<file path="src/inc/diag_flags_pkg.sv">
// Package with register map, field positions and carrier types for the diagnostic flag block.
package diag_flags_pkg;

  // Register byte offsets on the APB side.
  localparam logic [7:0] OFF_ALARM_FIRST = 8'h00;
  localparam logic [7:0] OFF_ALARM_SECOND = 8'h04;
  localparam logic [7:0] OFF_WARN_FIRST = 8'h08;
  localparam logic [7:0] OFF_WARN_SECOND = 8'h0c;
  localparam logic [7:0] OFF_IRQ_MASK = 8'h10;
  localparam logic [7:0] OFF_CONTROL = 8'h14;
  localparam logic [7:0] OFF_PIN_STATUS = 8'h18;
  localparam logic [7:0] OFF_THRESH_BASE = 8'h40;

  // Channel numbering, also the threshold index base (four thresholds each).
  localparam int CH_TEMP = 0;
  localparam int CH_VOLT = 1;
  localparam int CH_BIAS = 2;
  localparam int CH_TXPOW = 3;
  localparam int CH_RXPOW = 4;
  localparam int NUM_CH = 5;
  localparam int NUM_THR = 20;

  // Threshold kind within a channel group.
  localparam int THR_ALARM_UPPER = 0;
  localparam int THR_ALARM_LOWER = 1;
  localparam int THR_WARN_UPPER = 2;
  localparam int THR_WARN_LOWER = 3;

  // Control register bit positions.
  localparam int CTL_WARM_RESET = 0;
  localparam int CTL_DRV_LOS = 1;
  localparam int CTL_DRV_RATE = 2;
  localparam int CTL_DRV_FAULT = 3;

  // Pin status bit positions.
  localparam int PIN_FAULT = 0;
  localparam int PIN_LOS = 1;
  localparam int PIN_RATE = 2;
  localparam int PIN_TXDIS = 3;

  // Reset values.
  localparam logic [7:0] STATUS_RESET = 8'h00;
  localparam logic [31:0] MASK_RESET = 32'h0000_0000;
  localparam logic [15:0] THR_RESET = 16'h0000;

  // One averaged measurement result, presented as a one-cycle strobe.
  typedef struct packed {
    logic valid;
    logic [2:0] channel;
    logic [15:0] value;
  } meas_t;

  // Open-drain pin carrier: level seen on the pin and our pull-down enable.
  typedef struct packed {
    logic level;
    logic oe;
  } od_pin_t;

endpackage : diag_flags_pkg

</file>
<file path="src/logic/diag_alarm_warning_flags.sv">
// Diagnostic alarm and warning flag latches with an APB register slave.
//
// Functional notes
// - Twenty conditions; temperature and supply limits set bits 7..4 of first registers.
// - Alarm-limit crossings set flags only in the two alarm registers.
// - Warning-limit crossings set flags only in the two warning registers.
// - Bias above upper sets bit 3, below lower sets bit 2.
// - Transmit power above upper sets bit 1, below lower bit 0.
// - Receive power above upper sets second register bit 7, below bit 6.
// - A true condition sets its flag; no host mask can block it.
// - Flags stay until their register is read, power cycles, or transmit-disable falls.
// - While transmit-disable is high, measurement and flagging continue unchanged.
// - Falling transmit-disable clears all four alarm and warning registers.
// - Fault, loss and rate status bits report the real pin level.
// - Internal fault, loss and rate drivers only pull low or release.
// - Warm reset releases fault and loss and restores all power-on defaults.
// - Warm reset discards a conversion in progress without updating any register.
//
// Decided for this implementation: the APB interface to the registers and the register offsets.
module diag_alarm_warning_flags #(
  parameter int MEAS_W = 16 // Width of an averaged measurement.
) (
  input wire logic ref_clk, // 100 MHz clock.
  input wire logic rst, // Asynchronous reset, active high.
  input wire logic psel, // APB select.
  input wire logic penable, // APB enable.
  input wire logic pwrite, // APB direction, high for write.
  input wire logic [7:0] paddr, // APB byte address.
  input wire logic [31:0] pwdata, // APB write data.
  input wire logic [3:0] pstrb, // APB byte strobes.
  output logic [31:0] prdata, // APB read data.
  output logic pready, // APB ready.
  output logic pslverr, // APB error for unmapped addresses.
  input wire diag_flags_pkg::meas_t meas, // Averaged measurement strobe.
  input wire logic conv_busy, // A conversion is under way in the converter.
  output logic conv_abort, // One-cycle pulse that stops the converter.
  input wire logic transmit_disable_input, // Transmit-disable pin level.
  input wire logic transmit_fault_out_i, // Level seen on the fault pin.
  output logic transmit_fault_out_o, // Fault pin drive value, always low.
  output logic transmit_fault_out_oe, // Fault pin pull-down enable.
  input wire logic receive_loss_of_signal_i, // Level seen on the loss pin.
  output logic receive_loss_of_signal_o, // Loss pin drive value, always low.
  output logic receive_loss_of_signal_oe, // Loss pin pull-down enable.
  input wire logic rate_select_i, // Level seen on the rate pin.
  output logic rate_select_o, // Rate pin drive value, always low.
  output logic rate_select_oe, // Rate pin pull-down enable.
  output logic irq // Level interrupt, high while an unmasked flag is set.
);

  // Flag registers and software state.
  logic [7:0] alarm_first_r;
  logic [7:0] alarm_second_r;
  logic [7:0] warn_first_r;
  logic [7:0] warn_second_r;
  logic [7:0] alarm_first_nxt;
  logic [7:0] alarm_second_nxt;
  logic [7:0] warn_first_nxt;
  logic [7:0] warn_second_nxt;
  logic [31:0] mask_r;
  logic [3:0] ctl_r;
  logic [MEAS_W-1:0] thr_r [diag_flags_pkg::NUM_THR];
  logic txdis_d_r;
  logic warm_r;

  // Upper-limit test, strict.
  function automatic logic above(input logic [MEAS_W-1:0] v, input logic [MEAS_W-1:0] t);
    above = v > t;
  endfunction : above

  // Lower-limit test, strict.
  function automatic logic below(input logic [MEAS_W-1:0] v, input logic [MEAS_W-1:0] t);
    below = v < t;
  endfunction : below

  // APB decode; an access completes in its first access cycle.
  wire access = psel && penable;
  wire wr_en = access && pwrite;
  wire rd_en = access && !pwrite;
  wire [7:0] a = paddr;
  wire hit_af = a == diag_flags_pkg::OFF_ALARM_FIRST;
  wire hit_as = a == diag_flags_pkg::OFF_ALARM_SECOND;
  wire hit_wf = a == diag_flags_pkg::OFF_WARN_FIRST;
  wire hit_ws = a == diag_flags_pkg::OFF_WARN_SECOND;
  wire hit_mask = a == diag_flags_pkg::OFF_IRQ_MASK;
  wire hit_ctl = a == diag_flags_pkg::OFF_CONTROL;
  wire hit_pin = a == diag_flags_pkg::OFF_PIN_STATUS;
  wire [7:0] thr_off = a - diag_flags_pkg::OFF_THRESH_BASE;
  wire hit_thr = (a >= diag_flags_pkg::OFF_THRESH_BASE) && (thr_off[1:0] == 2'b00)
      && (thr_off[7:2] < 6'(diag_flags_pkg::NUM_THR));
  wire [4:0] thr_idx = thr_off[6:2];
  wire mapped = hit_af || hit_as || hit_wf || hit_ws || hit_mask || hit_ctl || hit_pin
      || hit_thr;

  // Status reads return the actual pin levels, whoever drives them.
  wire [3:0] pin_status = {transmit_disable_input, rate_select_i, receive_loss_of_signal_i,
      transmit_fault_out_i};

  // Read mux.
  logic [31:0] rd_mux;
  always_comb begin
    rd_mux = 32'h0000_0000;
    if (hit_af) rd_mux[7:0] = alarm_first_r;
    if (hit_as) rd_mux[7:0] = alarm_second_r;
    if (hit_wf) rd_mux[7:0] = warn_first_r;
    if (hit_ws) rd_mux[7:0] = warn_second_r;
    if (hit_mask) rd_mux = mask_r;
    if (hit_ctl) rd_mux[3:0] = ctl_r;
    if (hit_pin) rd_mux[3:0] = pin_status;
    if (hit_thr) rd_mux[MEAS_W-1:0] = thr_r[thr_idx];
  end

  // Threshold selection for the incoming channel.
  wire [4:0] base = {meas.channel[2:0], 2'b00};
  wire [MEAS_W-1:0] t_au = thr_r[base + 5'(diag_flags_pkg::THR_ALARM_UPPER)];
  wire [MEAS_W-1:0] t_al = thr_r[base + 5'(diag_flags_pkg::THR_ALARM_LOWER)];
  wire [MEAS_W-1:0] t_wu = thr_r[base + 5'(diag_flags_pkg::THR_WARN_UPPER)];
  wire [MEAS_W-1:0] t_wl = thr_r[base + 5'(diag_flags_pkg::THR_WARN_LOWER)];
  // A warm reset in flight drops the result and any strobe in the same cycle.
  wire take = meas.valid && (meas.channel < 3'(diag_flags_pkg::NUM_CH)) && !warm_r;
  wire ev_au = take && above(meas.value, t_au);
  wire ev_al = take && below(meas.value, t_al);
  wire ev_wu = take && above(meas.value, t_wu);
  wire ev_wl = take && below(meas.value, t_wl);

  // Event vectors placed at the bit pair of their channel; alarm and warning kept apart.
  logic [7:0] set_af;
  logic [7:0] set_as;
  logic [7:0] set_wf;
  logic [7:0] set_ws;
  always_comb begin
    set_af = 8'h00;
    set_as = 8'h00;
    set_wf = 8'h00;
    set_ws = 8'h00;
    unique case (meas.channel)
      3'd0: begin
        set_af[7:6] = {ev_au, ev_al};
        set_wf[7:6] = {ev_wu, ev_wl};
      end
      3'd1: begin
        set_af[5:4] = {ev_au, ev_al};
        set_wf[5:4] = {ev_wu, ev_wl};
      end
      3'd2: begin
        set_af[3:2] = {ev_au, ev_al};
        set_wf[3:2] = {ev_wu, ev_wl};
      end
      3'd3: begin
        set_af[1:0] = {ev_au, ev_al};
        set_wf[1:0] = {ev_wu, ev_wl};
      end
      3'd4: begin
        set_as[7:6] = {ev_au, ev_al};
        set_ws[7:6] = {ev_wu, ev_wl};
      end
      default: ;
    endcase
  end

  // Transmit-disable release clears all four flag registers; flagging is not gated by its level.
  wire txdis_fall = txdis_d_r && !transmit_disable_input;

  // Sticky flags: read clears only the addressed register, and a new set wins.
  assign alarm_first_nxt = ((rd_en && hit_af) || txdis_fall ? 8'h00 : alarm_first_r)
      | set_af;
  assign alarm_second_nxt = ((rd_en && hit_as) || txdis_fall ? 8'h00 : alarm_second_r)
      | set_as;
  assign warn_first_nxt = ((rd_en && hit_wf) || txdis_fall ? 8'h00 : warn_first_r)
      | set_wf;
  assign warn_second_nxt = ((rd_en && hit_ws) || txdis_fall ? 8'h00 : warn_second_r)
      | set_ws;

  // Interrupt uses the mask only; the flags themselves are never masked.
  wire [31:0] flat = {alarm_first_r, alarm_second_r, warn_first_r, warn_second_r};
  wire irq_nxt = |(flat & mask_r);

  // Flag registers; warm reset behaves as power-on.
  always_ff @(posedge ref_clk or posedge rst) begin
    if (rst) begin
      alarm_first_r <= diag_flags_pkg::STATUS_RESET;
      alarm_second_r <= diag_flags_pkg::STATUS_RESET;
      warn_first_r <= diag_flags_pkg::STATUS_RESET;
      warn_second_r <= diag_flags_pkg::STATUS_RESET;
    end else if (warm_r) begin
      alarm_first_r <= diag_flags_pkg::STATUS_RESET;
      alarm_second_r <= diag_flags_pkg::STATUS_RESET;
      warn_first_r <= diag_flags_pkg::STATUS_RESET;
      warn_second_r <= diag_flags_pkg::STATUS_RESET;
    end else begin
      alarm_first_r <= alarm_first_nxt;
      alarm_second_r <= alarm_second_nxt;
      warn_first_r <= warn_first_nxt;
      warn_second_r <= warn_second_nxt;
    end
  end

  // Warm-reset request: written bit becomes a one-cycle internal reset, self-clearing.
  wire warm_req = wr_en && hit_ctl && pstrb[0] && pwdata[diag_flags_pkg::CTL_WARM_RESET];

  // Software registers: mask, drive controls, thresholds.
  always_ff @(posedge ref_clk or posedge rst) begin
    if (rst) begin
      mask_r <= diag_flags_pkg::MASK_RESET;
      ctl_r <= 4'h0;
      warm_r <= 1'b0;
      txdis_d_r <= 1'b0;
      for (int i = 0; i < diag_flags_pkg::NUM_THR; i++) thr_r[i] <= MEAS_W'(diag_flags_pkg::THR_RESET);
    end else begin
      txdis_d_r <= transmit_disable_input;
      warm_r <= warm_req;
      if (warm_r) begin
        mask_r <= diag_flags_pkg::MASK_RESET;
        ctl_r <= 4'h0;
        for (int i = 0; i < diag_flags_pkg::NUM_THR; i++) thr_r[i] <= MEAS_W'(diag_flags_pkg::THR_RESET);
      end else if (wr_en) begin
        for (int b = 0; b < 4; b++) begin
          if (hit_mask && pstrb[b]) mask_r[b*8 +: 8] <= pwdata[b*8 +: 8];
        end
        if (hit_ctl && pstrb[0]) ctl_r <= {pwdata[3:1], 1'b0};
        for (int b = 0; b < MEAS_W / 8; b++) begin
          if (hit_thr && pstrb[b]) thr_r[thr_idx][b*8 +: 8] <= pwdata[b*8 +: 8];
        end
      end
    end
  end

  // Bus answer and pin drivers, all registered.
  always_ff @(posedge ref_clk or posedge rst) begin
    if (rst) begin
      pready <= 1'b0;
      pslverr <= 1'b0;
      prdata <= 32'h0000_0000;
      irq <= 1'b0;
      conv_abort <= 1'b0;
      transmit_fault_out_oe <= 1'b0;
      receive_loss_of_signal_oe <= 1'b0;
      rate_select_oe <= 1'b0;
    end else begin
      pready <= psel && !penable;
      pslverr <= psel && !penable && !mapped;
      prdata <= (psel && !penable && !pwrite) ? rd_mux : 32'h0000_0000;
      irq <= warm_r ? 1'b0 : irq_nxt;
      conv_abort <= warm_req && conv_busy;
      // Pull-down only: fault and loss released at warm reset.
      transmit_fault_out_oe <= !warm_req && ctl_r[diag_flags_pkg::CTL_DRV_FAULT];
      receive_loss_of_signal_oe <= !warm_req && ctl_r[diag_flags_pkg::CTL_DRV_LOS];
      rate_select_oe <= !warm_req && ctl_r[diag_flags_pkg::CTL_DRV_RATE];
    end
  end

  // Drive value is a constant low, so the pins are never pushed high.
  always_ff @(posedge ref_clk or posedge rst) begin
    if (rst) begin
      transmit_fault_out_o <= 1'b0;
      receive_loss_of_signal_o <= 1'b0;
      rate_select_o <= 1'b0;
    end else begin
      transmit_fault_out_o <= 1'b0;
      receive_loss_of_signal_o <= 1'b0;
      rate_select_o <= 1'b0;
    end
  end

endmodule : diag_alarm_warning_flags

</file>
<file path="config.mk">
export PLATFORM = sky130hd
export DESIGN_NAME = diag_alarm_warning_flags
export DESIGN_NICKNAME = d
export VERILOG_FILES = /design/src/inc/diag_flags_pkg.sv /design/src/logic/diag_alarm_warning_flags.sv
export SDC_FILE = /design/constraint.sdc
export NUM_CORES = 1
export LEC_CHECK = 0
export BUFFER_PORTS_ARGS = -buffer_cell sky130_fd_sc_hd__buf_2
export CAP_MARGIN = 30
export CORE_MARGIN = 4
export CORE_UTILIZATION = 60
export CTS_BUF_LIST = sky130_fd_sc_hd__clkbuf_2 sky130_fd_sc_hd__clkbuf_4 sky130_fd_sc_hd__clkbuf_8
export CTS_CLUSTER_SIZE = 8
export DETAILED_ROUTE_END_ITERATION = 12
export PLACE_DENSITY = 0.78
export SLEW_MARGIN = 30
export SYNTH_ARGS = -nofsm -noshare
export SYNTH_HDL_FRONTEND = slang
export SYNTH_SLANG_ARGS = --single-unit
export TNS_END_PERCENT = 30
</file>
<file path="constraint.sdc">
create_clock -name ref_clk -period 34 [get_ports ref_clk]
set_input_delay 6.8 -clock ref_clk [delete_from_list [all_inputs] [get_ports ref_clk]]
set_output_delay 6.8 -clock ref_clk [all_outputs]
set_load 0.05 [all_outputs]
</file>
==> impl.org <==
** Setup path
- The critical path goes through buf_4, buf_4, mux4_2, a22oi_1, ha_1, a2111oi_0, a2111oi_0, o21ai_0, a21oi_1, a22o_1.
- Measured in cells, the most critical reg-to-reg path has a length of 5.
- Along the worst path, the maximum fanout reaches 41.
- In this run the critical register-to-register path is launched from warm_r.
- Required time reported for the critical path endpoint :: 34520 ps
- STA classifies the critical path startpoint as a primary input.
- Delay of the slowest cell on the worst path :: 680 ps
- STA puts the critical path data arrival time at 10430 ps.
- Slack of the worst reg-to-reg path :: 30070 ps
- The endpoint identified for the worst register-to-register timing path is thr_r[228].
- Master of the slowest instance on the critical path :: sky130_fd_sc_hd__buf_4
- The worst setup path is of the in -> reg kind.
- CP endpoint kind :: flip-flop

** STA
- Post-route setup TNS :: 0 ps
- Dividing the final minimum period by the clock period gives 29.2%.
- Across all hold checks on the routed design, the worst slack comes to 502 ps.
- Setup skew after layout :: 37.8 ps
- Least-Margin Pin Slew :: 1110 ps
- Final number of max-transition violations :: 0
- Worst-case headroom to the max-slew limit :: 25.7%
- Derived from the worst setup path, the maximum achievable clock frequency is 0.101 GHz.
- Final Hold Viols :: 0
- Setup violations remaining at the end of the flow were counted as 0.
- Minimum clock period after layout :: 9910 ps
- Setup repair after global routing missed its margin :: no

** Yosys
- Sequential element share of the synthesized area :: 45.9%
- The synthesized design contains 416 register bits.
- After technology mapping, the gate count stands at 2033.
- Most frequently used flop master after synthesis :: sky130_fd_sc_hd__dfrtp_1
- The mapped netlist covers 22700 µm².
- The synthesized design contains 0 enable-type register cells.
- Total number of yosys warnings :: 0
- Dividing the synthesized area by the synthesized cell count gives 11.2 µm².
- In this run, distinct cell masters in the synthesized netlist total 65.
- Counting flops with an async set or reset pin after synthesis yields a share of 100%.

** Die
- Effective utilization at floorplan :: 61.4%
- Ports :: 116
- Horiz. Die Dim :: 203 µm
- In this run the vertical extent of the chip is 203 µm.
- Core region area :: 37000 µm²
- After floorplanning, the core was divided into 70 placement rows.
- Die area :: 41000 µm²

** Clock tree
- Number of levels the H-tree was split into :: 3
- Largest buffer count on any clock path :: 3
- Post-cts sizing count :: 0
- Clock tree from TritonCTS :: done
- Buffer count from post-CTS setup fixing :: 0
- CTS sink count :: 416
- Clock-pin slew was measured on the worst setup and hold paths at 60 ps.
- For the worst-skew pair, the clock arrives at the later sink with an insertion delay of 630 ps.
- Library cell used as clock root buffer :: sky130_fd_sc_hd__clkbuf_8
- Counting the buffers created by CTS gives 71.
- Buffers inserted to repair hold after CTS numbered 0.

** Routing
- The routed layout has 19275 vias.
- The count of nets left with antenna violations once routing finished came out at 0.
- Number of remaining DRC errors :: 0
- For this block, the routed nets add up to 77800 µm of wire.
- DR vias/cell :: 7.31
- Number of design-rule violations left by the first detailed-router iteration :: 2822
- Count of TritonRoute iterations in the first routing pass :: 6
- After detailed routing, the average wire length per cell comes to 29.5 µm.

** Pwr
- The design draws 1.07 mW.
- Switching part of the total power :: 25.3%
- For this design the ratio of total power to cell area is 42.8 nW/µm².
- In this run, flip-flops and latches consume 47.0% of the power.
- For this design the total switching power over the nets is 0.271 mW.
- Share of power burned in the clock network :: 45.5%
- IR analysis of the VDD net gives a maximum drop of 24.5 µV.
- Cell internal power was estimated by the tool at 0.799 mW.
- Combinational logic burns 7.5% of the power.
- For this design the static power due to leakage is 11.1 nW.

** Placed design
- Port buffering added 112 buffers.
- The placed instances occupy a cell area of 23400 µm².
- Post-detailed-placement half-perimeter wirelength :: 55300 µm
- GP Congestion :: 1.00

** Global route
- For this run the aggregate overflow at the end of global routing stands at 0.
- The initial antenna violation count came to 5.
- Wire length of the first global-routing pass :: 118000 µm
- Global routing used 37.8% of the available tracks across all layers.
- Via count of the first global-routing pass :: 18690
- Maximum number of pins on one net before global-route repair :: 156

** Finish
- Relative to the synthesized area, the layout overhead comes to 10.2%.
- In the final design database the tool counted 2217 nets.
- Total non-filler cell area in the finished layout :: 25000 µm²
- Number of filler instances in the final layout :: 2732
- Cells with a size suffix above 1 make up 20.8% of the layout.

** Worst hold path
- Startpoint of the most critical hold path :: ctl_r[2]
- The tightest min-delay check is of the reg -> reg type.
- Endpoint with the worst hold slack :: rate_select_oe
- Cell depth of the worst hold path :: 1

** Run
- The tool flagged a number of max-cap violations equal to 0.

** Run status
- Result of the run :: finished, final reports clean
[cell usage in the layout, fill, tap and decap left out, types with 11 or more instances in the layout]
| master | n |
|---|---|
| sky130_fd_sc_hd__a21oi_1 | 185 |
| sky130_fd_sc_hd__a22o_1 | 186 |
| sky130_fd_sc_hd__a22oi_1 | 74 |
| sky130_fd_sc_hd__a31oi_1 | 12 |
| sky130_fd_sc_hd__and2_1 | 16 |
| sky130_fd_sc_hd__and3_1 | 27 |
| sky130_fd_sc_hd__buf_2 | 109 |
| sky130_fd_sc_hd__buf_4 | 27 |
| sky130_fd_sc_hd__clkbuf_4 | 18 |
| sky130_fd_sc_hd__clkbuf_8 | 99 |
| sky130_fd_sc_hd__dfrtp_1 | 415 |
| sky130_fd_sc_hd__ha_1 | 64 |
| sky130_fd_sc_hd__inv_1 | 11 |
| sky130_fd_sc_hd__mux2i_1 | 98 |
| sky130_fd_sc_hd__mux4_2 | 130 |
| sky130_fd_sc_hd__nand2_1 | 220 |
| sky130_fd_sc_hd__nand3_1 | 140 |
| sky130_fd_sc_hd__nand4_1 | 15 |
| sky130_fd_sc_hd__nor2_1 | 89 |
| sky130_fd_sc_hd__nor2_2 | 11 |
| sky130_fd_sc_hd__nor3_1 | 12 |
| sky130_fd_sc_hd__o21ai_0 | 24 |
[area by class of cell]
cell class,count,area (µm²),share of cell area (%)
tap,504,631,2.52
multi-input combinational,1438,11600,46.2
clock inverter,8,47.5,0.190
antenna,3,7.51,0.0300
timing repair buffer,139,791,3.16
inverter,13,63.8,0.255
clock buffer,117,1500,5.99
sequential,416,10400,41.6
[logic make-up (layout without fill, tap and decap cells)]
group                      Yosys count  after routing  synth area share [%]
and+or+nand+nor                    591            591                  12.6
AOI/OAI and AO/OA                  544            544                  16.8
DFF                                416            416                  45.9
muxes                              236            236                  17.6
buffers and inverters              181            277                  3.56
adders and majority gates           64             64                  3.53
other                                1              6                0.0165
[per-layer routing]
layer	vias up	GRT usage, %	wire length [µm]
li1	7842	-	-
met1	9656	55.0	30000
met2	1583	52.9	32700
met3	194	14.6	12500
met4	0	12.1	2590
met5	-	0	0
[sequential cells by signal, indices dropped and copies added (netlist names), 2 cells and up]
signal and count:
alarm_first_r 8, alarm_second_r 2, ctl_r 3, mask_r 32, prdata 32, thr_r 320
warn_first_r 8, warn_second_r 2
[metrics by stage]
| step | cells | utilization, % | worst slack [ps] |
|---|---|---|---|
| CTS | 2635 | 67.6 | 24140 |
| finish | 2638 | 67.7 | 24090 |
| floorplan | 2035 | - | 15620 |
| detailed placement | 2510 | 63.4 | 23470 |
| global placement | 2510 | 63.4 | 23570 |
| global route | 2637 | 67.7 | 23790 |
[cell usage after synthesis, drive strengths merged, types with 17 or more instances]
| cell | instances | area share [%] |
|---|---|---|
| o21ai | 24 | 0.53 |
| nor3 | 24 | 0.80 |
| a21oi | 185 | 4.1 |
| a22o | 186 | 7.2 |
| nor2 | 100 | 1.7 |
| nand3 | 143 | 3.2 |
| mux4 | 130 | 13 |
| buf | 66 | 1.7 |
| clkbuf | 102 | 1.7 |
| dfrtp | 416 | 46 |
| nand2 | 220 | 3.6 |
| and3 | 27 | 0.74 |
| mux2i | 98 | 4.3 |
| a22oi | 74 | 2.4 |
| ha | 64 | 3.5 |
| and2 | 17 | 0.47 |
[worst max-delay path by stage]
stage / from / end / cells after the start / slack (ps)
4_1_cts: meas[16] / alarm_second_r[7] / 10 / 24140
3_3_place_gp: meas[16] / alarm_second_r[7] / 10 / 23570
3_5_place_dp: meas[16] / alarm_second_r[7] / 10 / 23470
5_1_grt: meas[16] / alarm_second_r[7] / 10 / 23790
6_report: meas[16] / alarm_second_r[7] / 10 / 24090
2_1_floorplan: rst / alarm_first_r[0] / 1 / 15620
[power groups by stage]
stage / Sequential [mW] / Combinational [mW] / Clock (mW)
3_3_place_gp: 0.511 / 0.0763 / 0
6_report: 0.503 / 0.0801 / 0.487
2_1_floorplan: 0.511 / 0.0511 / 0
4_1_cts: 0.503 / 0.0781 / 0.488
5_1_grt: 0.503 / 0.0855 / 0.513
3_5_place_dp: 0.511 / 0.0779 / 0
[worst max-delay path: cells and delay by family]
kind / cells / cell delay [ps]
AO/OA/AOI/OAI: 6 / 1440
multiplexers: 1 / 600
buffers and inverters: 2 / 1250
adder cells (fa/ha/maj): 1 / 290
No activity file was read; power rests on OpenSTA's default activity.
